[config.mk]
export PLATFORM = sky130hd
export DESIGN_NAME = ovt_top
export DESIGN_NICKNAME = d
export VERILOG_FILES = /design/src/logic/ovt_pkg.sv /design/src/logic/ovt_top.sv
export SDC_FILE = /design/constraint.sdc
export NUM_CORES = 1
export LEC_CHECK = 0
export BUFFER_PORTS_ARGS = -buffer_cell sky130_fd_sc_hd__buf_2
export CELL_PAD_IN_SITES_DETAIL_PLACEMENT = 1
export CELL_PAD_IN_SITES_GLOBAL_PLACEMENT = 1
export CORE_MARGIN = 3
export CORE_UTILIZATION = 43
export CTS_CLUSTER_SIZE = 25
export DETAILED_ROUTE_END_ITERATION = 6
export PLACE_DENSITY = 0.82
export REMOVE_ABC_BUFFERS = 1
export SYNTH_ARGS = -nofsm -noshare
export SYNTH_HDL_FRONTEND = slang
export SYNTH_SLANG_ARGS = --single-unit
[constraint.sdc]
create_clock -name clk -period 5 [get_ports clk]
set_input_delay 1 -clock clk [delete_from_list [all_inputs] [get_ports clk]]
set_output_delay 1 -clock clk [all_outputs]
set_load 0.02 [all_outputs]
[src/logic/ovt_pkg.sv]
package ovt_pkg;
   localparam int NCH = 3;
   localparam int SPD_W = 16;
   // Register byte offsets
   localparam logic [7:0] OFS_CTRL = 8'h00;
   localparam logic [7:0] OFS_CMD = 8'h04;
   localparam logic [7:0] OFS_STATUS = 8'h08;
   localparam logic [7:0] OFS_SETPT0 = 8'h0c;
   localparam logic [7:0] OFS_SPEED0 = 8'h18;
   localparam logic [7:0] OFS_PEAK = 8'h24;
   // Control fields
   localparam int CTRL_TWO_CH = 0;
   localparam int CTRL_AUTO_OPT = 1;
   localparam int CTRL_TEST_LSB = 4;
   // Command fields
   localparam int CMD_LATCH_RST = 0;
   localparam int CMD_PEAK_RST = 1;
   localparam int CMD_AUTO_GO = 2;
   // Reset values
   localparam logic [SPD_W-1:0] SETPT_RST = 16'h0fa0;
   // Timing
   localparam int CLK_MHZ = 100;
   localparam int GATE_TIME_US = 10000;
   localparam int GATE_CYCLES = GATE_TIME_US * CLK_MHZ;
   localparam int TRIP_LIMIT_MS = 40;
   // Response codes
   localparam logic [1:0] RESP_OKAY = 2'b00;
   localparam logic [1:0] RESP_SLVERR = 2'b10;
   localparam logic [1:0] RESP_DECERR = 2'b11;

   typedef struct packed {
      logic [NCH-1:0] test_en;
      logic auto_opt;
      logic two_ch;
   } ovt_ctrl_t;

   typedef struct packed {
      logic os_alarm;
      logic os_trip;
      logic [NCH-1:0] flt_alarm;
      logic flt_trip;
   } ovt_latch_t;

   typedef enum logic [1:0] {
      AT_IDLE = 2'b00,
      AT_SETTLE = 2'b01,
      AT_MEASURE = 2'b11,
      AT_NEXT = 2'b10
   } ovt_at_state_t;
endpackage : ovt_pkg

[src/logic/ovt_top.sv]
// Two-flop synchroniser for one asynchronous level
//
// The placing of the registers and the AXI4-Lite register port were chosen for this implementation.
module ovt_sync (
   input wire logic clk,
   input wire logic nrst,
   input wire logic d,
   output logic q
);
   logic meta_reg;
   always_ff @(posedge clk or negedge nrst) begin
      if (!nrst) begin
         meta_reg <= 1'b0;
         q <= 1'b0;
      end else begin
         meta_reg <= d;
         q <= meta_reg;
      end
   end
endmodule : ovt_sync

module ovt_top
   import ovt_pkg::*;
#(
   parameter int GATE_CYC = GATE_CYCLES
) (
   input wire logic clk,
   input wire logic nrst,
   input wire logic [7:0] s_axi_awaddr,
   input wire logic s_axi_awvalid,
   output logic s_axi_awready,
   input wire logic [31:0] s_axi_wdata,
   input wire logic [3:0] s_axi_wstrb,
   input wire logic s_axi_wvalid,
   output logic s_axi_wready,
   output logic [1:0] s_axi_bresp,
   output logic s_axi_bvalid,
   input wire logic s_axi_bready,
   input wire logic [7:0] s_axi_araddr,
   input wire logic s_axi_arvalid,
   output logic s_axi_arready,
   output logic [31:0] s_axi_rdata,
   output logic [1:0] s_axi_rresp,
   output logic s_axi_rvalid,
   input wire logic s_axi_rready,
   input wire logic [NCH-1:0] sensor_pulse,
   input wire logic [NCH-1:0] test_freq_in,
   input wire logic [NCH-1:0] chan_fail,
   input wire logic manual_reset,
   input wire logic access_key,
   output logic [NCH-1:0] shutdown_relay,
   output logic [NCH-1:0] fault_relay,
   output logic overspeed_alarm,
   output logic [NCH-1:0][SPD_W-1:0] speed_readout,
   output logic [SPD_W-1:0] peak_speed
);
   logic [NCH-1:0] sens_s, test_s, fail_s, src_prev_reg, src_sel;
   logic mrst_s, mrst_prev_reg, key_s;
   logic [19:0] gate_cnt_reg;
   logic gate_end;
   logic [NCH-1:0][SPD_W-1:0] pulse_cnt_reg, speed_reg, setpt_reg;
   logic [NCH-1:0] os_reg, os_m, fail_m;
   logic [SPD_W-1:0] peak_reg, speed_max;
   ovt_ctrl_t ctrl_reg;
   ovt_latch_t latch_reg;
   logic vote_os, vote_fail, any_os, any_fail, clr;
   ovt_at_state_t at_state_reg;
   logic [1:0] at_ch_reg;
   logic [NCH-1:0] at_pass_reg;
   logic aw_full_reg, w_full_reg;
   logic [7:0] awaddr_reg;
   logic [31:0] wdata_reg;
   logic [3:0] wstrb_reg;
   logic wr_do, wr_ok, wr_hit, rd_do, rd_hit;
   logic cmd_latch_rst, cmd_peak_rst, cmd_auto_go;
   logic [31:0] rdata_next;
   logic [1:0] wr_idx;

   // Every asynchronous pin passes two flip-flops
   for (genvar i = 0; i < NCH; i++) begin : g_sync
      ovt_sync u_sens (.clk(clk), .nrst(nrst), .d(sensor_pulse[i]),
         .q(sens_s[i]));
      ovt_sync u_test (.clk(clk), .nrst(nrst), .d(test_freq_in[i]),
         .q(test_s[i]));
      ovt_sync u_fail (.clk(clk), .nrst(nrst), .d(chan_fail[i]),
         .q(fail_s[i]));
   end
   ovt_sync u_mrst (.clk(clk), .nrst(nrst), .d(manual_reset), .q(mrst_s));
   ovt_sync u_key (.clk(clk), .nrst(nrst), .d(access_key), .q(key_s));

   // Test generator replaces the sensor per circuit
   always_comb begin
      for (int i = 0; i < NCH; i++) begin
         src_sel[i] = ctrl_reg.test_en[i] ? test_s[i] : sens_s[i];
         if (at_state_reg != AT_IDLE && at_ch_reg == 2'(i)) begin
            src_sel[i] = test_s[i];
         end
      end
   end

   // Fixed gate time shared by all circuits
   assign gate_end = (gate_cnt_reg == 20'(GATE_CYC - 1));
   always_ff @(posedge clk or negedge nrst) begin
      if (!nrst) begin
         gate_cnt_reg <= 20'h00000;
      end else if (gate_end) begin
         gate_cnt_reg <= 20'h00000;
      end else begin
         gate_cnt_reg <= gate_cnt_reg + 20'h00001;
      end
   end

   // Pulse counting, speed capture and setpoint compare
   always_ff @(posedge clk or negedge nrst) begin
      if (!nrst) begin
         src_prev_reg <= '0;
         pulse_cnt_reg <= '0;
         speed_reg <= '0;
         os_reg <= '0;
      end else begin
         src_prev_reg <= src_sel;
         for (int i = 0; i < NCH; i++) begin
            if (gate_end) begin
               speed_reg[i] <= pulse_cnt_reg[i];
               os_reg[i] <= (pulse_cnt_reg[i] > setpt_reg[i]);
               pulse_cnt_reg[i] <= (src_sel[i] && !src_prev_reg[i]) ?
                  16'h0001 : 16'h0000;
            end else if (src_sel[i] && !src_prev_reg[i] &&
                         pulse_cnt_reg[i] != 16'hffff) begin
               pulse_cnt_reg[i] <= pulse_cnt_reg[i] + 16'h0001;
            end
         end
      end
   end

   // Voting; third circuit ignored in two-circuit mode
   assign os_m = ctrl_reg.two_ch ? {1'b0, os_reg[1:0]} : os_reg;
   assign fail_m = ctrl_reg.two_ch ? {1'b0, fail_s[1:0]} : fail_s;
   assign any_os = |os_m;
   assign vote_os = ctrl_reg.two_ch ? (os_m[0] | os_m[1]) :
      ((os_m[0] & os_m[1]) | (os_m[0] & os_m[2]) |
       (os_m[1] & os_m[2]));
   assign any_fail = |fail_m;
   assign vote_fail = (fail_m[0] & fail_m[1]) | (fail_m[0] & fail_m[2]) |
      (fail_m[1] & fail_m[2]);

   // Operator reset from pin edge or bus command
   assign clr = (mrst_s && !mrst_prev_reg) || cmd_latch_rst;
   always_ff @(posedge clk or negedge nrst) begin
      if (!nrst) begin
         mrst_prev_reg <= 1'b0;
      end else begin
         mrst_prev_reg <= mrst_s;
      end
   end

   // Latched conditions; set wins, clear needs cause gone
   always_ff @(posedge clk or negedge nrst) begin
      if (!nrst) begin
         latch_reg <= '0;
      end else begin
         latch_reg.os_alarm <= any_os ||
            (latch_reg.os_alarm && !clr);
         latch_reg.os_trip <= vote_os ||
            (latch_reg.os_trip && !clr);
         latch_reg.flt_trip <= vote_fail ||
            (latch_reg.flt_trip && !clr);
         for (int i = 0; i < NCH; i++) begin
            latch_reg.flt_alarm[i] <= fail_m[i] ||
               (latch_reg.flt_alarm[i] && !clr);
         end
      end
   end

   // Relay drive straight from latches; nothing masks it
   always_ff @(posedge clk or negedge nrst) begin
      if (!nrst) begin
         shutdown_relay <= '0;
         fault_relay <= '0;
         overspeed_alarm <= 1'b0;
      end else begin
         shutdown_relay <= {NCH{latch_reg.os_trip |
            latch_reg.flt_trip}};
         fault_relay <= latch_reg.flt_alarm;
         overspeed_alarm <= latch_reg.os_alarm;
      end
   end

   // Speed readout and peak hold
   always_comb begin
      speed_max = speed_reg[0];
      for (int i = 1; i < NCH; i++) begin
         if (speed_reg[i] > speed_max) begin
            speed_max = speed_reg[i];
         end
      end
   end
   always_ff @(posedge clk or negedge nrst) begin
      if (!nrst) begin
         peak_reg <= '0;
         speed_readout <= '0;
         peak_speed <= '0;
      end else begin
         speed_readout <= speed_reg;
         peak_speed <= peak_reg;
         if (cmd_peak_rst) begin
            peak_reg <= speed_max;
         end else if (speed_max > peak_reg) begin
            peak_reg <= speed_max;
         end
      end
   end

   // Automatic test: each circuit on test input for a settle gate and a measure gate; circuit 2 skipped in two-circuit mode
   always_ff @(posedge clk or negedge nrst) begin
      if (!nrst) begin
         at_state_reg <= AT_IDLE;
         at_ch_reg <= 2'b00;
         at_pass_reg <= '0;
      end else begin
         unique case (at_state_reg)
            AT_IDLE: begin
               if (cmd_auto_go && ctrl_reg.auto_opt) begin
                  at_state_reg <= AT_SETTLE;
                  at_ch_reg <= 2'b00;
                  at_pass_reg <= '0;
               end
            end
            AT_SETTLE: begin
               if (gate_end) begin
                  at_state_reg <= AT_MEASURE;
               end
            end
            AT_MEASURE: begin
               if (gate_end) begin
                  at_pass_reg[at_ch_reg] <=
                     (pulse_cnt_reg[at_ch_reg] > setpt_reg[at_ch_reg]);
                  at_state_reg <= AT_NEXT;
               end
            end
            AT_NEXT: begin
               if (at_ch_reg == 2'(NCH - 1) ||
                   (ctrl_reg.two_ch && at_ch_reg == 2'b01)) begin
                  at_state_reg <= AT_IDLE;
               end else begin
                  at_ch_reg <= at_ch_reg + 2'b01;
                  at_state_reg <= AT_SETTLE;
               end
            end
         endcase
      end
   end

   // Write address and data are taken in either order
   assign wr_do = aw_full_reg && w_full_reg && !s_axi_bvalid;
   assign wr_idx = 2'((awaddr_reg - OFS_SETPT0) >> 2);
   assign wr_hit = (awaddr_reg == OFS_CTRL) || (awaddr_reg == OFS_CMD) ||
      (awaddr_reg >= OFS_SETPT0 && awaddr_reg < OFS_SPEED0 &&
       awaddr_reg[1:0] == 2'b00);
   assign wr_ok = key_s || (awaddr_reg == OFS_CMD);
   assign cmd_latch_rst = wr_do && awaddr_reg == OFS_CMD &&
      wstrb_reg[0] && wdata_reg[CMD_LATCH_RST];
   assign cmd_peak_rst = wr_do && key_s && awaddr_reg == OFS_CMD &&
      wstrb_reg[0] && wdata_reg[CMD_PEAK_RST];
   assign cmd_auto_go = wr_do && key_s && awaddr_reg == OFS_CMD &&
      wstrb_reg[0] && wdata_reg[CMD_AUTO_GO];

   always_ff @(posedge clk or negedge nrst) begin
      if (!nrst) begin
         aw_full_reg <= 1'b0;
         w_full_reg <= 1'b0;
         awaddr_reg <= '0;
         wdata_reg <= '0;
         wstrb_reg <= '0;
         s_axi_awready <= 1'b1;
         s_axi_wready <= 1'b1;
         s_axi_bvalid <= 1'b0;
         s_axi_bresp <= RESP_OKAY;
      end else begin
         if (s_axi_awvalid && s_axi_awready) begin
            awaddr_reg <= s_axi_awaddr;
            aw_full_reg <= 1'b1;
            s_axi_awready <= 1'b0;
         end
         if (s_axi_wvalid && s_axi_wready) begin
            wdata_reg <= s_axi_wdata;
            wstrb_reg <= s_axi_wstrb;
            w_full_reg <= 1'b1;
            s_axi_wready <= 1'b0;
         end
         if (wr_do) begin
            s_axi_bvalid <= 1'b1;
            s_axi_bresp <= !wr_hit ? RESP_DECERR :
               (wr_ok ? RESP_OKAY : RESP_SLVERR);
         end
         if (s_axi_bvalid && s_axi_bready) begin
            s_axi_bvalid <= 1'b0;
            aw_full_reg <= 1'b0;
            w_full_reg <= 1'b0;
            s_axi_awready <= 1'b1;
            s_axi_wready <= 1'b1;
         end
      end
   end

   // Settings change only while the access key is on
   always_ff @(posedge clk or negedge nrst) begin
      if (!nrst) begin
         ctrl_reg <= '0;
         setpt_reg <= {NCH{SETPT_RST}};
      end else if (wr_do && key_s) begin
         if (awaddr_reg == OFS_CTRL && wstrb_reg[0]) begin
            ctrl_reg.two_ch <= wdata_reg[CTRL_TWO_CH];
            ctrl_reg.auto_opt <= wdata_reg[CTRL_AUTO_OPT];
            ctrl_reg.test_en <=
               wdata_reg[CTRL_TEST_LSB +: NCH];
         end
         if (wr_hit && awaddr_reg >= OFS_SETPT0 &&
             awaddr_reg < OFS_SPEED0) begin
            if (wstrb_reg[0]) begin
               setpt_reg[wr_idx][7:0] <= wdata_reg[7:0];
            end
            if (wstrb_reg[1]) begin
               setpt_reg[wr_idx][15:8] <= wdata_reg[15:8];
            end
         end
      end
   end

   // Read decode: status only, no effect on trip path
   assign rd_do = s_axi_arvalid && s_axi_arready;
   always_comb begin
      rdata_next = 32'h00000000;
      rd_hit = 1'b1;
      case (s_axi_araddr)
         OFS_CTRL: rdata_next = {25'h0000000, ctrl_reg.test_en,
            2'b00, ctrl_reg.auto_opt, ctrl_reg.two_ch};
         OFS_CMD: rdata_next = 32'h00000000;
         OFS_STATUS: rdata_next = {13'h0000, at_pass_reg,
            (at_state_reg != AT_IDLE), key_s, latch_reg.flt_trip,
            latch_reg.flt_alarm, latch_reg.os_trip, latch_reg.os_alarm,
            1'b0, fail_s, 1'b0, os_reg};
         OFS_PEAK: rdata_next = {16'h0000, peak_reg};
         default: begin
            if (s_axi_araddr >= OFS_SETPT0 && s_axi_araddr < OFS_SPEED0 &&
                s_axi_araddr[1:0] == 2'b00) begin
               rdata_next = {16'h0000, setpt_reg[
                  2'((s_axi_araddr - OFS_SETPT0) >> 2)]};
            end else if (s_axi_araddr >= OFS_SPEED0 &&
                         s_axi_araddr < OFS_PEAK &&
                         s_axi_araddr[1:0] == 2'b00) begin
               rdata_next = {16'h0000, speed_reg[
                  2'((s_axi_araddr - OFS_SPEED0) >> 2)]};
            end else begin
               rd_hit = 1'b0;
            end
         end
      endcase
   end

   always_ff @(posedge clk or negedge nrst) begin
      if (!nrst) begin
         s_axi_arready <= 1'b1;
         s_axi_rvalid <= 1'b0;
         s_axi_rdata <= '0;
         s_axi_rresp <= RESP_OKAY;
      end else if (rd_do) begin
         s_axi_arready <= 1'b0;
         s_axi_rvalid <= 1'b1;
         s_axi_rdata <= rdata_next;
         s_axi_rresp <= rd_hit ? RESP_OKAY : RESP_DECERR;
      end else if (s_axi_rvalid && s_axi_rready) begin
         s_axi_rvalid <= 1'b0;
         s_axi_arready <= 1'b1;
      end
   end
endmodule : ovt_top

==> flow_summary.ini <==
[drt]
wl_mm = 70.0
dr.first_iter.drc_count = 1355
viasPerCell = 5.88
wl_per_cell_um = 25.1
ant_nets = 0
vias = 16434
drcViolationCount = 0
drt_pass1_iterations = 7

[power_and_ir_drop]
p_switching_w = 0.00230
internal_power_w = 0.00549
powerDensity_nw_per_um2 = 325
combPwrFrac_pct = 14.9
ir_worst_vdd_v = 0.000221
seq_power_share_pct = 45.1
power_frac_clock_pct = 40.0
p_sw_share_pct = 29.5
p_leak_nw = 11.2

[clock_network]
clk_pin_slew_worst_paths_ns = 0.06
htreeDepth = 2
cts_root_buf = clkbuf_16
clk_latency_ns = 0.58
cts_inserted_buffers = 40
cts_tree = done
clock_path_buffers = 3
cts.sinks = 351

[timing]
clock_skew_ns = 0.0298
period_needed_ns = 5.48
fin_crit_sh_pct = 110
rsz0062_at_grt = yes
setup_viol = 16
report.final.slew_viol_count = 0
hold_viol_final = 0
hold_slack_ns = 0.349
worst_pin_slew_ns = 1.30
max_slew_margin_pct = 13.1
setup_tns_ns = -6.89
fin_ws_ns = -0.475
fmax_mhz = 183

[critical_path]
required_ns = 5.43
setup.worst_path.start_class = flip-flop
crit_fanout = 16
cp-end-kind = flip-flop
worstPathArrival_ns = 5.91
worstSetupPathType = reg -> reg

[run_status]
failed_checks = negative setup slack
outcome = complete, but fails checks

[global_route]
grt_overflow = 0
grt_usage_pct = 28.6
first_global_vias = 17468
grt_max_degree = 106
antenna_found_initial = 1
grt_first_pass_wirelength_mm = 104

[cells_and_area]
stdcell_area_um2 = 23900
num-nets-final = 2370
instances_no_fill = 2793
syn2layout_area_growth_pct = 26.0
drive_above_1_share_pct = 29.0

[die]
io_pins = 182
die_h_um = 216
num_rows = 76
core_area_um2 = 43400
initial_core_util_pct = 43.8
die_w_um = 216
die_area_um2 = 46700

[synthesis]
yosysWarnings = 0
syn_area_um2 = 19000
ys_ff_latch = 351
synth_flop_cell = dfrtp_1
synthCells = 1892
syn_area_per_cell_um2 = 10.0
synth_edf_count = 0
synthArstFlopShare_pct = 100
synth_cell_types = 81
ys_seq_area_share_pct = 46.4

[placement]
dpl_worst_slack_ns = -0.619
placed_cells = 2681
place_area_um2 = 21200
place.gp.congestion = 0.921
io_buffers = 150
dp_hpwl_mm = 47.8

[worst_hold_path]
hp-class = reg -> reg

[run]
maxCapViolCount = 0
layout make-up:
cell class,count,area [µm²]
fill,4769,19400
tap,585,732
timing repair buffer,330,2340
multi-input combinational,1336,10200
sequential,351,8810
inverter,117,439
clock inverter,15,198
antenna,1,2.50
clock buffer,58,1200
per-stage QoR:
| step | utilization [%] | power [W] |
|---|---|---|
| after floorplan | - | 0.00414 |
| after global placement | 48.9 | 0.00460 |
| after detailed placement | 48.9 | 0.00469 |
| after CTS | 54.0 | 0.00783 |
| after global routing | 55.1 | 0.00812 |
| final | 55.1 | 0.00778 |
worst max-delay path, cell delays in order (launching register included):
cell and delay [ns]:
dfrtp_1 0.44, ha_4 0.32, nand4_4 0.15, buf_6 0.16, nor2_2 0.11, nand4_1 0.27, buf_6 0.27, a31oi_2 0.23
nor2_1 0.08, ha_1 0.31, nand4_1 0.25, buf_6 0.23, nor4_4 0.34, buf_4 0.17, buf_4 0.21, a311o_1 0.20
o31ai_4 0.12, inv_1 0.13, ha_4 0.21, a21oi_1 0.15, nand2_1 0.08, a211oi_1 0.28, a211o_1 0.16, nand3_2 0.13
buf_12 0.19, mux2i_2 0.14
power groups by stage:
stage	sequential (W)	clock (W)	combinational (W)
after floorplan	0.00340	0	0.000739
after global placement	0.00352	0	0.00108
after detailed placement	0.00354	0	0.00115
after CTS	0.00350	0.00316	0.00117
after global routing	0.00354	0.00329	0.00129
final	0.00351	0.00312	0.00116
final timing paths:
path,cells past startpoint,start,slack (ns),to
worst max-delay path,25,speed_reg[29]$_DFFE_PN0P_,-0.48,peak_reg[0]$_DFFE_PN0P_
worst min-delay path,0,u_mrst.meta_reg$_DFF_PN0_,0.35,u_mrst.q$_DFF_PN0_
worst max register to register,25,speed_reg[29]$_DFFE_PN0P_,-0.48,peak_reg[0]$_DFFE_PN0P_
worst min register to register,0,u_mrst.meta_reg$_DFF_PN0_,0.35,u_mrst.q$_DFF_PN0_
max in group asynchronous,2,nrst,3.40,pulse_cnt_reg[29]$_DFFE_PN0P_
min in group asynchronous,1,nrst,0.47,peak_speed[12]$_DFF_PN0_
cell usage after synthesis (4+ instances only):
| cell | n | area (µm²) |
|---|---|---|
| a211oi_1 | 6 | 45.0 |
| a21o_1 | 18 | 135 |
| dfrtp_1 | 330 | 8260 |
| dfstp_2 | 21 | 552 |
| o31ai_1 | 30 | 225 |
| o21ai_1 | 4 | 20.0 |
| o21ai_0 | 103 | 515 |
| buf_2 | 20 | 100 |
| or3_1 | 6 | 37.5 |
| a31oi_1 | 32 | 200 |
| buf_6 | 4 | 45.0 |
| and4_1 | 16 | 140 |
| a21oi_1 | 86 | 430 |
| o31ai_2 | 4 | 50.1 |
| mux2i_1 | 82 | 821 |
| mux2_2 | 75 | 845 |
| or2_2 | 8 | 50.1 |
| clkbuf_1 | 50 | 188 |
| nand2b_1 | 6 | 37.5 |
| nor4_1 | 7 | 43.8 |
| o21a_1 | 14 | 105 |
| nand2_1 | 203 | 762 |
| nor3_1 | 12 | 60.1 |
| or4_1 | 4 | 30.0 |
| nor2b_1 | 11 | 68.8 |
| and2_1 | 13 | 81.3 |
| a311o_1 | 15 | 150 |
| inv_1 | 116 | 435 |
| nand3_1 | 64 | 320 |
| o22ai_1 | 16 | 100 |
| xnor2_1 | 12 | 105 |
| buf_4 | 17 | 128 |
| xor2_1 | 44 | 385 |
| buf_1 | 9 | 33.8 |
| a21boi_0 | 6 | 45.0 |
| nor2_1 | 143 | 537 |
| mux2_4 | 5 | 75.1 |
| and3_1 | 22 | 138 |
| ha_1 | 124 | 1550 |
| a222oi_1 | 13 | 130 |
| nand4_1 | 57 | 357 |
cells in the final DEF (no fill, tap or decap), types with 12 or more instances in the layout:
master	count
clkbuf_16	44
a222oi_1	13
inv_1	109
o21a_1	13
nand2_1	200
nand3_1	54
mux2i_1	80
nor2_1	135
o21ai_0	87
xor2_1	44
a31oi_1	17
o22ai_1	16
dfrtp_1	329
and2_1	13
ha_1	113
nand4_1	57
and3_1	21
buf_2	149
and4_1	15
buf_4	151
a31oi_4	12
conb_1	13
a21oi_1	83
a311o_1	15
a21o_1	18
mux2_2	75
xnor2_1	12
o31ai_4	20
dfstp_2	21
buf_6	17
logic make-up (layout without fill, tap and decap cells):
kind of cell	after synthesis	count (layout)	synth area share, %
compound gates	384	384	13.3
xor+xnor	56	56	2.58
fa+ha+maj	124	124	8.18
buf+inv	219	520	4.97
flops	351	351	46.4
mux	162	162	9.17
other cells	1	14	0.0198
simple gates	595	597	15.4
timing repair:
item	in CTS	in global routing
gates resized for setup	127	66
setup buffers	19	13
hold buffers	0	0
cloned	4	3
setup endpoints to repair	16	16
pin swaps	23	34
layer usage:
layer  part of all wire (%)  wire length, µm  global-route usage (%)  vias to the layer above
li1                       -                -                       -                     7313
met1                     40            28200                    35.7                     8388
met2                     49            34600                    49.1                      560
met3                    5.5             3850                    4.64                      173
met4                    4.8             3360                    12.9                        0
met5                      0                0                       0                        -
No activity file was read; power rests on OpenSTA's default activity.
